**src/hdl/tsq_consts.vh**
```
`ifndef TSQ_CONSTS_VH
`define TSQ_CONSTS_VH

// ==========================================
// register byte offsets
`define TSQ_OFF_CONTROL 8'h00
`define TSQ_OFF_C1_LIMIT 8'h04
`define TSQ_OFF_HOLD 8'h08
`define TSQ_OFF_ADJUST 8'h0c
`define TSQ_OFF_LITERAL 8'h10
`define TSQ_OFF_QPTR 8'h14
`define TSQ_OFF_COUNTER_ONE 8'h18
`define TSQ_OFF_CHANNEL 8'h1c
`define TSQ_OFF_QUEUE_BASE 8'h40

// ==========================================
// field positions and widths
`define TSQ_CTRL_ENABLE_BIT 0
`define TSQ_CTRL_START_BIT 1
`define TSQ_REG_W 16
`define TSQ_QPTR_W 5
`define TSQ_CHAN_W 6

// ==========================================
// reset values
`define TSQ_RST_REG 16'h0000
`define TSQ_RST_QPTR 5'h00
`define TSQ_RST_CHAN 6'h00

// ==========================================
// step command codes, bits 7-4 of a step byte; the CMD3 codes match bits 7-5 only
`define TSQ_CMD_CONTROL 4'h0
`define TSQ_CMD_ADD_COPY 4'h1
`define TSQ_CMD3_STROBE 3'h1
`define TSQ_CMD3_JUMP 3'h5
`define TSQ_CMD3_JUMP_C0 3'h6
`define TSQ_CMD3_JUMP_C1 3'h7

// ==========================================
// control options and add/copy targets
`define TSQ_OPT_CHAN_C0 4'hc
`define TSQ_OPT_CHAN_C1 4'hd
`define TSQ_OPT_CHAN_LIT 4'he
`define TSQ_TGT_C0_LIMIT 3'h0
`define TSQ_TGT_C1_LIMIT 3'h1
`define TSQ_TGT_T0_LIMIT 3'h2
`define TSQ_TGT_T1_LIMIT 3'h3
`define TSQ_TGT_SD_LIMIT 3'h4
`define TSQ_TGT_LITERAL 3'h5

`endif

```
**src/hdl/tsq_step_queue.v**
```verilog
`timescale 1ns/1ps
`default_nettype none

module tsq_step_queue #(
	parameter WORDS = 16,
	parameter IDX_W = 4
)(
	input wire clk,
	input wire writeEnable,
	input wire [IDX_W-1:0] writeIndex,
	input wire [15:0] writeData,
	input wire [IDX_W-1:0] readIndex,
	output wire [15:0] readData,
	input wire [IDX_W:0] pointer,
	output wire [7:0] fetchByte
);

	// ==========================================
	// storage, no reset term at all
	reg [15:0] mem [0:WORDS-1];
	wire [15:0] fetchWord;

	always @(posedge clk)
	begin
		if (writeEnable)
			mem[writeIndex] <= writeData;
	end

	assign readData = mem[readIndex];

	// ==========================================
	// byte fetch, even step low byte
	assign fetchWord = mem[pointer[IDX_W:1]];
	assign fetchByte = pointer[0] ? fetchWord[15:8] : fetchWord[7:0];

endmodule
`default_nettype wire

```
**src/hdl/tsq_step_decode.v**
```verilog
`timescale 1ns/1ps
`default_nettype none
`include "tsq_consts.vh"

module tsq_step_decode (
	input wire [7:0] stepByte,
	output wire isControl,
	output wire isAddCopy,
	output wire isStrobe,
	output wire isJump,
	output wire isJumpC0,
	output wire isJumpC1,
	output wire isCopy,
	output wire [2:0] target,
	output wire [4:0] literal5,
	output wire chanFromC0,
	output wire chanFromC1,
	output wire chanFromLit
);

	// ==========================================
	// command and option split
	wire [3:0] cmd;
	wire [3:0] opt;

	assign cmd = stepByte[7:4];
	assign opt = stepByte[3:0];

	// unknown codes match nothing and run as no-operation
	assign isControl = (cmd == `TSQ_CMD_CONTROL);
	assign isAddCopy = (cmd == `TSQ_CMD_ADD_COPY);
	assign isStrobe = (cmd[3:1] == `TSQ_CMD3_STROBE);
	assign isJump = (cmd[3:1] == `TSQ_CMD3_JUMP);
	assign isJumpC0 = (cmd[3:1] == `TSQ_CMD3_JUMP_C0);
	assign isJumpC1 = (cmd[3:1] == `TSQ_CMD3_JUMP_C1);
	assign isCopy = opt[3];
	assign target = opt[2:0];
	assign literal5 = {cmd[0], opt};
	assign chanFromC0 = isControl && (opt == `TSQ_OPT_CHAN_C0);
	assign chanFromC1 = isControl && (opt == `TSQ_OPT_CHAN_C1);
	assign chanFromLit = isControl && (opt == `TSQ_OPT_CHAN_LIT);

endmodule
`default_nettype wire

```
**src/hdl/tsq_step_registers.v**
```verilog
`timescale 1ns/1ps
`default_nettype none
`include "tsq_consts.vh"

// Behaviour
// - sixteen-bit counter-one limit: loop count of counted jump, or counter compare limit
// - while enabled and started, all these registers except control ignore writes and stay readable
// - copy step moves the hold value into the chosen limit or literal
// - add step adds the adjust value into the chosen limit or literal
// - control step with literal source loads low six literal bits into channel select
// - five-bit queue pointer marks the active step; upper bits read zero
// - sixteen queue words, each holding steps 2x low and 2x+1 high
// - queue words keep their contents through every reset
// - power-on reset clears limit, hold, adjust, literal and pointer; all read/write
// - step byte: command in bits 7-4, option in 3-0; reserved acts as no-operation
// - counted jump: at limit advance pointer, else bump counter and jump
module tsq_step_registers #(
	parameter ADDR_W = 8,
	parameter QUEUE_WORDS = 16
)(
	input wire clk,
	input wire reset_n,
	input wire psel,
	input wire penable,
	input wire pwrite,
	input wire [ADDR_W-1:0] paddr,
	input wire [31:0] pwdata,
	output reg [31:0] prdata,
	output reg pready,
	output reg pslverr,
	input wire stepExecute,
	input wire [15:0] counterZeroValue,
	output reg [7:0] stepByte,
	output reg [4:0] stepQueuePointer,
	output reg [5:0] conversionChannelSelect,
	output reg moduleEnableBit,
	output reg sequenceStartBit,
	output reg limitOpStrobe,
	output reg limitOpCopy,
	output reg [2:0] limitOpTarget,
	output reg [15:0] limitOpOperand
);

	// ==========================================
	// state
	reg [15:0] counterOneLimit;
	reg [15:0] holdOperand;
	reg [15:0] adjustOperand;
	reg [15:0] literalZero;
	reg [15:0] counterOne;
	reg [31:0] readValue;
	reg addrOk;

	wire running;
	wire accessPending;
	wire writeFire;
	wire writeAllowed;
	wire queueHit;
	wire queueWrite;
	wire execute;
	wire [15:0] queueReadData;
	wire [7:0] currentByte;
	wire isControl;
	wire isAddCopy;
	wire isStrobe;
	wire isJump;
	wire isJumpC0;
	wire isJumpC1;
	wire isCopy;
	wire [2:0] target;
	wire [4:0] literal5;
	wire chanFromC0;
	wire chanFromC1;
	wire chanFromLit;
	wire [15:0] opValue;
	wire [4:0] pointerPlusOne;
	wire controlWrite;

	// ==========================================
	// address decode
	localparam [ADDR_W-1:0] QUEUE_BASE = `TSQ_OFF_QUEUE_BASE;

	function isQueueAddr;
		input [ADDR_W-1:0] addr;
		begin
			isQueueAddr = (addr[ADDR_W-1:6] == QUEUE_BASE[ADDR_W-1:6]) && (addr[1:0] == 2'h0);
		end
	endfunction

	// ==========================================
	// copy replaces, add sums into the target
	function [15:0] applyOp;
		input copy;
		input [15:0] current;
		input [15:0] holdValue;
		input [15:0] adjustValue;
		begin
			applyOp = copy ? holdValue : current + adjustValue;
		end
	endfunction

	assign running = moduleEnableBit && sequenceStartBit;
	assign accessPending = psel && penable && !pready;
	assign writeFire = psel && penable && pready && pwrite && addrOk;
	assign writeAllowed = writeFire && !running;
	assign queueHit = isQueueAddr(paddr);
	assign queueWrite = writeAllowed && queueHit;
	assign execute = stepExecute && running;
	assign pointerPlusOne = stepQueuePointer + 5'h01;

	// ==========================================
	// control bits stay writable while running
	assign controlWrite = writeFire && (paddr == `TSQ_OFF_CONTROL);

	// ==========================================
	// queue storage and step decode
	tsq_step_queue #(
		.WORDS(QUEUE_WORDS),
		.IDX_W(4)
	) queue (
		.clk(clk),
		.writeEnable(queueWrite),
		.writeIndex(paddr[5:2]),
		.writeData(pwdata[15:0]),
		.readIndex(paddr[5:2]),
		.readData(queueReadData),
		.pointer(stepQueuePointer),
		.fetchByte(currentByte)
	);

	tsq_step_decode decode (
		.stepByte(currentByte),
		.isControl(isControl),
		.isAddCopy(isAddCopy),
		.isStrobe(isStrobe),
		.isJump(isJump),
		.isJumpC0(isJumpC0),
		.isJumpC1(isJumpC1),
		.isCopy(isCopy),
		.target(target),
		.literal5(literal5),
		.chanFromC0(chanFromC0),
		.chanFromC1(chanFromC1),
		.chanFromLit(chanFromLit)
	);

	assign opValue = isCopy ? holdOperand : adjustOperand;

	// ==========================================
	// read mux
	always @*
	begin
		readValue = 32'h0000_0000;
		addrOk = 1'b1;
		case (paddr)
			`TSQ_OFF_CONTROL:
				readValue = {30'h0000_0000, sequenceStartBit, moduleEnableBit};
			`TSQ_OFF_C1_LIMIT:
				readValue = {16'h0000, counterOneLimit};
			`TSQ_OFF_HOLD:
				readValue = {16'h0000, holdOperand};
			`TSQ_OFF_ADJUST:
				readValue = {16'h0000, adjustOperand};
			`TSQ_OFF_LITERAL:
				readValue = {16'h0000, literalZero};
			`TSQ_OFF_QPTR:
				readValue = {27'h000_0000, stepQueuePointer};
			`TSQ_OFF_COUNTER_ONE:
				readValue = {16'h0000, counterOne};
			`TSQ_OFF_CHANNEL:
				readValue = {26'h000_0000, conversionChannelSelect};
			default:
			begin
				if (queueHit)
					readValue = {16'h0000, queueReadData};
				else
					addrOk = 1'b0;
			end
		endcase
	end

	// ==========================================
	// apb answer, one wait state
	always @(posedge clk or negedge reset_n)
	begin
		if (!reset_n)
		begin
			pready <= 1'b0;
			pslverr <= 1'b0;
			prdata <= 32'h0000_0000;
		end
		else
		begin
			pready <= accessPending;
			if (accessPending)
			begin
				prdata <= readValue;
				pslverr <= !addrOk;
			end
			else
				pslverr <= 1'b0;
		end
	end

	// ==========================================
	// fetched step for the interpreter
	always @(posedge clk or negedge reset_n)
	begin
		if (!reset_n)
			stepByte <= 8'h00;
		else
			stepByte <= currentByte;
	end

	// ==========================================
	// registers and step execution
	always @(posedge clk or negedge reset_n)
	begin
		if (!reset_n)
		begin
			moduleEnableBit <= 1'b0;
			sequenceStartBit <= 1'b0;
			counterOneLimit <= `TSQ_RST_REG;
			holdOperand <= `TSQ_RST_REG;
			adjustOperand <= `TSQ_RST_REG;
			literalZero <= `TSQ_RST_REG;
			stepQueuePointer <= `TSQ_RST_QPTR;
			counterOne <= `TSQ_RST_REG;
			conversionChannelSelect <= `TSQ_RST_CHAN;
			limitOpStrobe <= 1'b0;
			limitOpCopy <= 1'b0;
			limitOpTarget <= 3'h0;
			limitOpOperand <= 16'h0000;
		end
		else
		begin
			limitOpStrobe <= 1'b0;
			if (!moduleEnableBit)
				counterOne <= `TSQ_RST_REG;
			if (controlWrite)
			begin
				moduleEnableBit <= pwdata[`TSQ_CTRL_ENABLE_BIT];
				sequenceStartBit <= pwdata[`TSQ_CTRL_START_BIT];
			end
			if (writeAllowed)
			begin
				case (paddr)
					`TSQ_OFF_C1_LIMIT:
						counterOneLimit <= pwdata[15:0];
					`TSQ_OFF_HOLD:
						holdOperand <= pwdata[15:0];
					`TSQ_OFF_ADJUST:
						adjustOperand <= pwdata[15:0];
					`TSQ_OFF_LITERAL:
						literalZero <= pwdata[15:0];
					`TSQ_OFF_QPTR:
						stepQueuePointer <= pwdata[4:0];
					default:
					begin
					end
				endcase
			end
			else if (execute)
			begin
				stepQueuePointer <= pointerPlusOne;
				if (isAddCopy)
				begin
					if (target == `TSQ_TGT_C1_LIMIT)
						counterOneLimit <= applyOp(isCopy, counterOneLimit, holdOperand, adjustOperand);
					else if (target == `TSQ_TGT_LITERAL)
						literalZero <= applyOp(isCopy, literalZero, holdOperand, adjustOperand);
					else if (target <= `TSQ_TGT_SD_LIMIT)
					begin
						limitOpStrobe <= 1'b1;
						limitOpCopy <= isCopy;
						limitOpTarget <= target;
						limitOpOperand <= opValue;
					end
				end
				if (isStrobe)
					conversionChannelSelect <= {1'b0, literal5};
				if (chanFromLit)
					conversionChannelSelect <= literalZero[5:0];
				if (chanFromC1)
					conversionChannelSelect <= counterOne[5:0];
				if (chanFromC0)
					conversionChannelSelect <= counterZeroValue[5:0];
				if (isJumpC0)
					stepQueuePointer <= pointerPlusOne;
				if (isJump)
					stepQueuePointer <= literal5;
				if (isJumpC1)
				begin
					if (counterOne != counterOneLimit)
					begin
						counterOne <= counterOne + 16'h0001;
						stepQueuePointer <= literal5;
					end
				end
			end
		end
	end

endmodule
`default_nettype wire

```
**config.mk**
```make
export PLATFORM = sky130hd
export DESIGN_NAME = tsq_step_registers
export DESIGN_NICKNAME = d
export VERILOG_FILES = /design/src/hdl/tsq_step_queue.v /design/src/hdl/tsq_step_decode.v /design/src/hdl/tsq_step_registers.v
export VERILOG_INCLUDE_DIRS = /design/src /design/src/hdl
export SDC_FILE = /design/constraint.sdc
export NUM_CORES = 1
export LEC_CHECK = 0
export ABC_AREA = 1
export BUFFER_PORTS_ARGS = -buffer_cell sky130_fd_sc_hd__buf_4
export CORE_UTILIZATION = 30
export DETAILED_ROUTE_END_ITERATION = 10
export HOLD_SLACK_MARGIN = 0.08
export PLACE_DENSITY = 0.48
export SYNTH_ARGS = -nofsm -noshare
export SYNTH_HDL_FRONTEND = slang
export SYNTH_SLANG_ARGS = --single-unit
```
**constraint.sdc**
```tcl
create_clock -name clk -period 6.4 [get_ports clk]
set_clock_uncertainty 0.15 [all_clocks]
set_input_delay 0.96 -clock clk [delete_from_list [all_inputs] [get_ports clk]]
set_output_delay 0.96 -clock clk [all_outputs]
set_load 0.05 [all_outputs]
```
# == After elaboration in Yosys (flattened, before gate mapping) ==
# Memory sizes are Yosys's and may differ from the RTL's.
# Cells that the tools add are included.
# word_totals
reg_bits,156
output_inout_bits,76
word_cells,124
in_bits,62
n_memories,1
ram_bits,256
# memory_table
name,depth,word_bits,rd,rd_ports_with_merged_regs,write_ports,line_no,source
queue.mem,16,16,2,0,1,tsq_step_queue.v:20,reg [15:0] mem [0:WORDS-1];
# op_classes
n_bitwise,3
n_reduce_logical,33
addsub,4
n_lt_le_gt_ge,1
mux,43
eq_ne,22
# ops
op,count
two-way mux 16 bit,20
one-hot mux 16 bit (8 select lines),1
adder 16 bit,2
"equality test 8 x 5 -> 1 bit, second input constant",4
two-way mux 5 bit,6
two-way mux 6 bit,4
"adder 16 x 1 -> 16 bit, second input constant",1
"equality test 8 x 4 -> 1 bit, second input constant",2
!= test 16 bit,1
logical AND 1 bit,14
"equality test 4 bit, second input constant",3
two-way mux 1 bit,11
"equality test 3 bit, second input constant",3
"equality test 8 x 3 -> 1 bit, second input constant",1
logical NOT 8 bit,1
two-way mux 8 bit,1
nonzero test 2 bit,4
OR reduction 8 bit,1
"equality test 3 x 1 -> 1 bit, second input constant",2
"!= test 2 x 1 -> 1 bit, second input constant",3
AND reduction 2 bit,3
AND reduction 6 bit,1
"adder 5 x 1 -> 5 bit, second input constant",1
AND reduction 5 bit,1
11 further kinds,15

# == Longest topological paths before layout ==
# Gate-level depths: netlist of run 1.
# depth
ltp_word,9
ltp_mapped,22

# == Cells and area by module ==
# Synthesis of run 1 repeated with hierarchy kept, for this count alone.
# unflattened
cells_unflattened,2908
area_unflattened_um2,22890.7
# modules_own_cells
mod,instances,cells_each,area_per_inst_um2,seq_area_each_um2
tsq_step_queue,1,1442,13193.9,7687.4
tsq_step_registers,1,1430,9519.1,3503.4
tsq_step_decode,1,36,177.7,0.0

# == Least setup slack after synthesis of run 1 ==
# No wires, ideal clock.
# synth_timing
kind,input to register
start,input paddr[1]
end,memory queue.mem[13][0] (enable)
setup_slack_ns,2.730
n_path_buf,1
path_stages,9
arrival_time_ns,3.132
cell_sequence,or2_1 -> clkbuf_1 -> a211oi_2 -> nand2_1 -> nor2_1 -> inv_2 -> nor4_1 -> nand3_1 -> nor2_1
# synth_between
elab_chain_cells,9
word_cells_on_any_way,18
classes_between,eq/ne: 7; mux: 4; reduce/logical: 7
# synth_rtl
item,line_no,source
from (decl),tsq_step_registers.v:26,"input wire [ADDR_W-1:0] paddr,"
"parallel branches: the longest is 6 deep, another holds equality test 8 x 5 -> 1 bit",-,
logical AND 1 bit (*),tsq_step_registers.v:107,assign queueWrite = writeAllowed && queueHit;
two-way mux 1 bit (*),tsq_step_queue.v:25,if (writeEnable)
two-way mux 1 bit (not written as such) (*),tsq_step_queue.v:26,mem[writeIndex] <= writeData;
to (decl),tsq_step_queue.v:20,
# Every way passes the cells marked *.

# == Final worst setup path of run 1 ==
# layout_timing
start,input paddr[1]
end,memory queue.mem[13][11] (enable)
# The elaborated chain is that of the path after synthesis.

==> run_results.csv, run 1 <==
group,metric,value,unit
worst_setup_path,critPathSlowestCell,"nor2_2",
place,portBuffers,95,
power_and_ir_drop,clock_power_share,47.1,%
synthesis,ys_ff_latch,396,
power_and_ir_drop,p_int,0.00445,W
power_and_ir_drop,leakagePower,9.96,nW
power_and_ir_drop,sw_frac_of_total,24.5,%
worst_hold_path,worstHoldPathType,"in -> async",
timing,min_period,4.62,ns
synthesis,yosysUniqueCellTypes,55,
routing,drt-initial-drc-count,1986,
run,cap_viol_max_count,0,
floorplan,start_util,30.5,%
worst_setup_path,reg2reg_from,"stepQueuePointer[1]$_DFFE_PN0P_",
clocking,cts_max_level,2,
timing,relSlewSlack,13.4,%
worst_setup_path,crit_top_cell,"buf_4",
synthesis,synth_enable_flop_cells,256,
worst_setup_path,reg2reg_depth,14,
routing,ant_nets,0,
synthesis,synth_area,21500,um2
floorplan,core_area,70400,um2
clocking,cts_max_path_buffers,3,
floorplan,die_w,270,um
clocking,cts_inserted_buffers,49,
grt,antenna_found_initial,2,
synthesis,synth-main-ff-cell,"edfxtp_1",
power_and_ir_drop,p_switching,0.00145,W
synthesis,synth-async-reset-ratio,35.4,%
routing,remaining_drc_errors,0,
place,gp_congestion,0.933,
synthesis,ys_seq_area_share,52.1,%
routing,dr.pass1.iters,5,
synthesis,yosysTopAreaCell,"edfxtp_1",
power_and_ir_drop,power_density,240,nW/um2
timing,fmax,0.216,GHz
place,place_inst,3405,
worst_setup_path,crit_buf_inv,3,
grt,grt_max_degree,98,
worst_setup_path,crit_path_max_fanout,16,
power_and_ir_drop,ir_drop,0.210,mV
worst_setup_path,r2r_end,"literalZero[7]$_DFFE_PN0P_",
clocking,clk_pin_slew_worst_paths,0.06,ns
timing,finalSetupTns,0,ns
finish,synthToLayoutAreaGrowth,14.2,%
timing,tightest_slew,1.29,ns
clocking,clkSinkCount,396,
worst_setup_path,critPathCaptureType,"register",
routing,vias_per_cell,5.36,
timing,finalHoldViolCount,0,
timing,setup_viol,0,
worst_setup_path,start_kind,"primary input",
worst_setup_path,crit_chain,"buf_4, or2_1, a211oi_2, nand2_1, nor2_1, buf_4, inv_2, nor4_1, nand3_1, nor2_2",
grt,grt_pass1_wl,121000,um
worst_setup_path,required,6.45,ns
clocking,clk_latency,0.61,ns
worst_setup_path,critPathArrivalTime,4.67,ns
timing,fin_crit_sh,72.2,%
clocking,cts_setup_buffers,0,
worst_setup_path,setup.worst_path.class,"in -> reg",
worst_setup_path,rrSetupSlack,1.85,ns
clocking,postCtsResizedCells,0,
timing,slew_viol_final,0,
worst_setup_path,cp.depth,10,
timing,rsz0062_at_grt,"no",
clocking,postCtsHoldBufs,0,
floorplan,die_h,270,um
clocking,cts_root_buffer,"clkbuf_16",
worst_setup_path,critPathTopFamily,"simple AND/OR/NAND/NOR gates",
status,status,"finished, final reports clean",
synthesis,synth_area_per_cell,8.70,um2
finish,final_cells,3498,
synthesis,ys_warn_count,0,
floorplan,rows,97,
routing,wirelength,82300,um
grt,grt_usage,22.2,%
grt,grt_pass1_vias,18000,
synthesis,synthTopCellsByArea,"edfxtp_1, dfrtp_1, nand2_1",
routing,post_drt_wl_per_cell,23.5,um
worst_setup_path,critPathMaxStageDelay,1.08,ns
finish,drive_gt1_share,11.4,%
finish,finalNetCount,2612,
clocking,cts_tree,"done",
routing,vias,18700,
floorplan,ios,138,
power_and_ir_drop,pwr-share-seq,46.8,%
synthesis,synth.top_cell.area_share,35.8,%
synthesis,syn_inst,2469,
power_and_ir_drop,combPwrFrac,6.1,%
place,dpl.hpwl,54800,um
grt,grt_remaining_overflow,0,
floorplan,die_area,72700,um2
worst_setup_path,startpoint,"paddr[1]",
[through the flow]
step | instance area, um2 | setup slack [ns] | hold WS [ns] | power (W) | util (%)
finish | 24500 | 1.78 | 0.308 | 0.00590 | 34.8
global route | 24500 | 1.52 | 0.351 | 0.00607 | 34.8
CTS | 24500 | 1.88 | 0.333 | 0.00595 | 34.8
detailed placement | 22900 | 1.31 | 0.319 | 0.00317 | 32.6
global placement | 22900 | 1.40 | 0.314 | 0.00316 | 32.6
floorplan | 21500 | 2.73 | 0.325 | 0.00300 | -
[worst register-to-register path, delay by kind of cell, from the launching register on]
kind            cells  cell delay (ns)
simple gates       10             2.18
buf+inv             2             0.80
compound gates      2             0.52
flops               1             0.75
[worst max-delay path by stage]
stage                                        endpoint
after detailed placement   queue.mem[13][5]$_DFFE_PP_
after global routing      queue.mem[13][12]$_DFFE_PP_
after global placement     queue.mem[13][6]$_DFFE_PP_
final                     queue.mem[13][11]$_DFFE_PP_
after CTS                  literalZero[1]$_DFFE_PN0P_
after floorplan            queue.mem[13][0]$_DFFE_PP_
[cells in the final DEF, fill, tap and decap left out, types with 14 or more instances in the layout]
| master | synthesis | routed |
|---|---|---|
| a21oi_1 | 78 | 78 |
| a22oi_1 | 67 | 67 |
| a31oi_1 | 43 | 43 |
| buf_4 | 31 | 133 |
| clkbuf_16 | 0 | 49 |
| clkinv_1 | 4 | 14 |
| conb_1 | 1 | 16 |
| dfrtp_1 | 140 | 137 |
| edfxtp_1 | 256 | 256 |
| ha_1 | 32 | 32 |
| inv_1 | 118 | 115 |
| nand2_1 | 754 | 754 |
| nand3_1 | 378 | 378 |
| nand4_1 | 18 | 18 |
| nor2_1 | 99 | 81 |
| nor2_2 | 3 | 20 |
| o21ai_0 | 112 | 112 |
| o21ai_1 | 31 | 31 |
| o21ai_2 | 15 | 15 |
| xnor2_1 | 18 | 18 |
| xor2_1 | 21 | 21 |
[metal layers]
layer / up-vias / routed length (um) / track usage, %
li1: 8627 / - / -
met1: 9161 / 35100 / 29.7
met2: 819 / 38600 / 36.4
met3: 136 / 6020 / 3.46
met4: 2 / 2600 / 7.58
met5: - / 13 / 0
[Yosys cell counts (3+ instances only)]
cell type  count
o31ai_1       13
o21ai_1       31
buf_2         33
o22ai_1        7
nand3b_1       5
edfxtp_1     256
o221ai_1       5
a22oi_1       67
nor4_1         3
inv_1        118
clkbuf_1      58
nand3_1      378
o2111ai_1      4
a311oi_1       3
nand4_1       18
nor2_1        99
nor3_1        14
nand3_2        4
clkinv_1       4
buf_6         23
a21o_1         8
a31oi_1       43
inv_2          7
a221oi_1       7
dfrtp_1      140
buf_1         10
a21boi_0       5
nand2_2        9
o21ai_0      112
buf_4         31
or2_2         13
nor2_2         3
xor2_1        21
o21ai_2       15
a21oi_1       78
nand2_1      754
xnor2_1       18
ha_1          32
[area by class of cell]
cell class	count	area (um2)
Fill cell	7323	45900
Inverter	130	494
Antenna cell	1	2.50
Sequential cell	396	11200
Clock buffer	64	1320
Multi-Input combinational cell	1802	8980
Tap cell	940	1180
Timing Repair Buffer	137	1070
Clock inverter	28	283
[registers in the layout, indices dropped and copies added (netlist names), 3 cells and up]
name and count:
counterOneLimit 16, conversionChannelSelect 6, counterOne 16, limitOpOperand 16, queue.mem 256, prdata 16, literalZero 16, stepByte 8
limitOpTarget 3, holdOperand 16, stepQueuePointer 5, adjustOperand 16
[cell families (layout without fill, tap and decap cells)]
| kind of cell | Yosys count | in the layout | synth area share, % |
|---|---|---|---|
| XOR/XNOR | 39 | 39 | 1.59 |
| buffers and inverters | 286 | 359 | 6.60 |
| flip-flops | 396 | 396 | 52.1 |
| AO/OA/AOI/OAI | 407 | 407 | 11.6 |
| adder cells (fa/ha/maj) | 34 | 34 | 2.05 |
| AND/OR/NAND/NOR | 1306 | 1306 | 26.0 |
| other | 1 | 17 | 0.0175 |
[power by group through the flow]
stage	clock network [W]	logic, W	registers [W]
floorplan	0	0.000133	0.00286
global placement	0	0.000353	0.00281
detailed placement	0	0.000355	0.00281
CTS	0.00283	0.000356	0.00276
global route	0.00294	0.000375	0.00276
finish	0.00278	0.000357	0.00276
Note: power is estimated with default switching activity, not from simulation.
==> run 2, diff against run 1 <==
Clock period 6.4 ns to 4.7 ns, I/O delays scaled along.
==> run 2 against run 1 <==
Critical path depth grew 6; via count grew 0.73%; sequential power grew 36%; register-to-register slack lost 0.89 ns; setup slack lost 0.82 ns; hold slack lost 0.057 ns; die area is the same; non-clock buffer count grew 34; first-iteration DRC count grew 7.7%; clock-buffer cell count grew 1; core utilization grew 0.32 points; sequential cell count is the same.
==> run_results.csv, run 2 (synthesis gave the netlist of run 1 again) <==
group,metric,value,unit
timing,finalHoldViolCount,0,
worst_hold_path,worstHoldPathType,"in -> reg",
clocking,postCtsResizedCells,0,
worst_setup_path,critPathMaxStageDelay,0.53,ns
grt,antenna_found_initial,0,
worst_setup_path,start_kind,"register",
clocking,cts_max_level,2,
timing,tightest_slew,1.14,ns
power_and_ir_drop,combPwrFrac,6.3,%
power_and_ir_drop,p_switching,0.00191,W
timing,fmax,0.268,GHz
worst_setup_path,critPathArrivalTime,4.09,ns
finish,seqCellArea,11200,um2
routing,dr.pass1.iters,6,
routing,ant_nets,0,
finish,drive_gt1_share,12.3,%
grt,grt_remaining_overflow,0,
grt,grt_usage,22.2,%
status,status,"finished, final reports clean",
finish,synthToLayoutAreaGrowth,15.2,%
timing,relSlewSlack,23.7,%
power_and_ir_drop,p_int,0.00589,W
worst_setup_path,required,5.05,ns
finish,diodes,0,
routing,remaining_drc_errors,0,
timing,setup_viol,0,
place,dpl.hpwl,54200,um
finish,largest_register,"queue.mem",
timing,min_period,3.74,ns
clocking,clk_pin_slew_worst_paths,0.06,ns
worst_setup_path,critPathTopFamily,"simple AND/OR/NAND/NOR gates",
floorplan,die_w,270,um
timing,rsz0062_at_grt,"no",
clocking,cts_root_buffer,"clkbuf_16",
finish,nFillCells,7237,
finish,layout_common_cells,"nand2_1, nand3_1, edfxtp_1",
worst_setup_path,crit_chain,"inv_4, buf_4, nand2_1, nand3_1, nand3_1, nand2_1, nand2_1, nand3_1, nand2_1, nand2_1, nand2_1, nand3_1, buf_4, inv_1, nand2_1, nand2_1",
power_and_ir_drop,leakagePower,10.1,nW
clocking,postCtsHoldBufs,1,
finish,largest_reg_flops,256,
power_and_ir_drop,pwr-share-seq,48.1,%
timing,slew_viol_final,0,
grt,grt_pass1_vias,18200,
power_and_ir_drop,ir_drop,0.254,mV
finish,final_common_cell,"nand2_1",
clocking,clkSinkCount,396,
clocking,cts_setup_buffers,0,
routing,drt-initial-drc-count,2139,
power_and_ir_drop,sw_frac_of_total,24.5,%
worst_setup_path,crit_path_max_fanout,53,
floorplan,start_util,30.5,%
timing,finalSetupTns,0,ns
routing,vias,18900,
clocking,cts_max_path_buffers,3,
finish,finalNetCount,2643,
worst_setup_path,crit_buf_inv,4,
power_and_ir_drop,power_density,315,nW/um2
routing,wirelength,82000,um
clocking,cts_inserted_buffers,46,
place,portBuffers,95,
place,gp_congestion,0.949,
routing,post_drt_wl_per_cell,23.3,um
worst_setup_path,critPathCaptureType,"register",
clocking,clk_latency,0.62,ns
floorplan,die_area,72700,um2
run,cap_viol_max_count,0,
grt,grt_max_degree,133,
floorplan,ios,138,
floorplan,die_h,270,um
grt,grt_pass1_wl,121000,um
routing,vias_per_cell,5.36,
clocking,cts_tree,"done",
timing,holdWs,0.251,ns
floorplan,core_area,70400,um2
timing,fin_crit_sh,79.5,%
worst_setup_path,crit_top_cell,"nand2_1",
worst_setup_path,setup.worst_path.class,"reg -> reg",
power_and_ir_drop,clock_power_share,45.6,%
finish,multi_input_area,8990,um2
worst_setup_path,critPathSlowestCell,"inv_4",
floorplan,rows,97,
run 2: worst reg2reg max path, cell delays in order, from the launching register on:
cell and delay [ns]:
dfrtp_4 0.50, inv_4 0.53, buf_4 0.40, nand2_1 0.07, nand3_1 0.06, nand3_1 0.11
nand2_1 0.13, nand2_1 0.08, nand3_1 0.08, nand2_1 0.27, nand2_1 0.24, nand2_1 0.08
nand3_1 0.19, buf_4 0.30, inv_1 0.27, nand2_1 0.13, nand2_1 0.05
run 2: final timing paths:
check,to,depth (start not counted),slack [ns],from
min in group asynchronous,conversionChannelSelect[0]$_DFFE_PN0P_,2,0.56,reset_n
max reg2reg,limitOpOperand[15]$_DFFE_PN0P_,16,0.96,stepQueuePointer[1]$_DFFE_PN0P_
min reg2reg,limitOpOperand[2]$_DFFE_PN0P_,1,0.33,limitOpOperand[2]$_DFFE_PN0P_
min,conversionChannelSelect[0]$_DFFE_PN0P_,5,0.25,counterZeroValue[0]
max,limitOpOperand[15]$_DFFE_PN0P_,16,0.96,stepQueuePointer[1]$_DFFE_PN0P_
max in group asynchronous,adjustOperand[15]$_DFFE_PN0P_,3,2.86,reset_n
run 2: layout make-up:
cell class	count	share of cell area (%)
tap	940	4.75
sequential	396	45.2
multi-input combinational	1802	36.3
timing repair buffer	171	5.77
clock inverter	20	0.738
clock buffer	65	5.22
inverter	130	1.98
run 2: metrics by stage:
stage                     setup slack (ns)  utilization (%)  cells  total power (W)  cell area [um2]
after detailed placement             0.783             33.1   3438          0.00431            23300
final                                0.963             35.2   3524          0.00780            24800
after global routing                 0.702             35.2   3524          0.00804            24800
after floorplan                       1.28                -   2484          0.00408            21500
after CTS                            0.934             35.2   3524          0.00789            24800
after global placement               0.831             33.1   3438          0.00431            23300
run 2: layer usage:
layer,up-vias,GRT usage (%),share of wire (%)
met3,135,2.85,6.8
met2,842,36.3,47
met1,9213,30.2,43
met5,-,0,0
li1,8691,-,-
met4,0,7.42,3.1
run 2: power by group through the flow:
stage,clock network (W),logic [W],registers (W)
final,0.00355,0.000490,0.00376
after global routing,0.00377,0.000519,0.00376
after CTS,0.00364,0.000490,0.00376
after detailed placement,0,0.000488,0.00382
after global placement,0,0.000486,0.00382
after floorplan,0,0.000181,0.00390
==> run 3, diff against run 2 <==
Settings changed: PLACE_DENSITY 0.48 to 0.5.
Clock period 4.7 ns to 3.4 ns, I/O delays scaled along.
==> run 3 against run 2 <==
Critical path depth is 2 lower; die area unchanged; clock power up 39%; setup slack got worse by 0.73 ns; sequential share of layout area down 1.0 points; final cell count grew 1.1%; core utilization rose by 0.82 points; combinational power is 43% higher; routed wire length fell by 0.69%; hold slack worse by 0.14 ns; critical endpoint is now counterOneLimit[12]$_DFFE_PN0P_.
==> run_results.csv, run 3 (synthesis gave the netlist of run 1 again) <==
group,metric,value,unit
floorplan,die_area,72700,um2
timing,holdWs,0.114,ns
worst_setup_path,crit_path_max_fanout,27,
finish,synthToLayoutAreaGrowth,17.9,%
power_and_ir_drop,leakagePower,10.3,nW
timing,fin_crit_sh,93.0,%
floorplan,core_area,70400,um2
worst_setup_path,crit_buf_inv,1,
finish,drive_gt1_share,13.5,%
place,portBuffers,95,
routing,dr.pass1.iters,6,
clocking,cts_setup_buffers,0,
clocking,clk_pin_slew_worst_paths,0.06,ns
place,gp_congestion,0.944,
worst_setup_path,critPathCaptureType,"register",
finish,design_area,25300,um2
routing,post_drt_wl_per_cell,22.9,um
worst_setup_path,reg2reg_from,"stepQueuePointer[1]$_DFFE_PN0P_",
clocking,clk_latency,0.61,ns
grt,grt_max_degree,66,
timing,slew_viol_final,0,
worst_setup_path,critPathArrivalTime,3.54,ns
routing,wirelength,81500,um
floorplan,start_util,30.5,%
floorplan,ios,138,
place,dpl.hpwl,55500,um
floorplan,die_h,270,um
floorplan,rows,97,
worst_setup_path,crit_top_cell,"nand2_1",
timing,min_period,3.16,ns
power_and_ir_drop,ir_drop,0.359,mV
worst_setup_path,setup.worst_path.class,"reg -> reg",
grt,grt_pass1_wl,120000,um
timing,tightest_slew,0.911,ns
grt,grt_remaining_overflow,0,
finish,nFillCells,7147,
worst_setup_path,critPathSlowestCell,"dfrtp_4",
worst_setup_path,startpoint,"stepQueuePointer[1]$_DFFE_PN0P_",
worst_setup_path,crit_chain,"buf_4, nand2_1, nand3_1, nand3_1, nand2_1, nand2_1, nand2_1, o21ai_1, nand3_1, o21ai_2, nand2_1, nor2_2, nand2_1, o21ai_0",
grt,grt_usage,22.0,%
floorplan,die_w,270,um
power_and_ir_drop,p_total,0.0108,W
clocking,cts_root_buffer,"clkbuf_16",
finish,final_common_cell,"nand2_1",
finish,layout_common_cells,"nand2_1, nand3_1, edfxtp_1",
grt,antenna_found_initial,0,
timing,finalHoldViolCount,0,
power_and_ir_drop,power_density,427,nW/um2
grt,grt_pass1_vias,18400,
finish,largest_register,"queue.mem",
worst_hold_path,min_from,"pwdata[2]",
timing,relSlewSlack,39.0,%
clocking,cts_inserted_buffers,47,
run,cap_viol_max_count,0,
clocking,cts_max_level,2,
status,status,"finished, final reports clean",
timing,fmax,0.316,GHz
finish,multi_input_area,8980,um2
finish,finalNetCount,2681,
worst_setup_path,start_kind,"register",
worst_setup_path,critPathMaxStageDelay,0.55,ns
clocking,cts_tree,"done",
clocking,clkSinkCount,396,
routing,drt-initial-drc-count,1984,
clocking,cts_max_path_buffers,3,
finish,largest_reg_flops,256,
timing,rsz0062_at_grt,"no",
finish,seqCellArea,11200,um2
routing,vias_per_cell,5.33,
worst_hold_path,worstHoldPathType,"in -> reg",
worst_setup_path,required,3.78,ns
worst_setup_path,critPathTopFamily,"simple AND/OR/NAND/NOR gates",
finish,diodes,0,
routing,remaining_drc_errors,0,
place,place_area,23800,um2
routing,vias,19000,
timing,setup_viol,0,
routing,ant_nets,0,
timing,finalSetupTns,0,ns
==> run 3: where the power goes <==
| group | internal, W | switching, W | total [W] |
|---|---|---|---|
| registers | 0.00517 | 0.0000220 | 0.00519 |
| logic | 0.000173 | 0.000527 | 0.000700 |
| clock network | 0.00279 | 0.00213 | 0.00492 |
| total | 0.00813 | 0.00268 | 0.0108 |
==> run 3: per-stage QoR <==
stage | cells | util, % | worst slack [ns]
after floorplan | 2484 | - | 0.180
after global placement | 3469 | 33.8 | 0.133
after detailed placement | 3469 | 33.8 | 0.128
final | 3564 | 36.0 | 0.237
after CTS | 3562 | 35.9 | 0.185
after global routing | 3564 | 36.0 | 0.0166
==> run 3: cell type report <==
class                   instances  area share, %
flip-flops and latches        396           44.2
multi-input cells            1802           35.5
repair buffers                207           7.88
clock buffers                  59           4.82
well taps                     940           4.64
inverters                     130           1.96
clock inverters                29           1.02
repair inverters                1         0.0296
==> run 3: final timing paths <==
path	end	slack, ns	cells past startpoint
max	counterOneLimit[12]$_DFFE_PN0P_	0.24	14
min	queue.mem[7][2]$_DFFE_PP_	0.11	1
max reg2reg	counterOneLimit[12]$_DFFE_PN0P_	0.24	14
min reg2reg	limitOpOperand[3]$_DFFE_PN0P_	0.33	1
max in group asynchronous	limitOpOperand[11]$_DFFE_PN0P_	1.96	3
min in group asynchronous	conversionChannelSelect[4]$_DFFE_PN0P_	0.22	2
==> run 3: metal layers <==
metal	wire length, um	track usage (%)
met4	3300	8.81
met5	0	0
met3	6640	4.16
met2	37200	34.8
met1	34300	29.6
==> run 3: what timing repair did <==
action | in CTS | in global routing
hold endpoints to repair | 113 | 0
endpoints found under the setup margin | 0 | 17
gates resized for setup | 0 | 4
hold buffers | 5 | 0
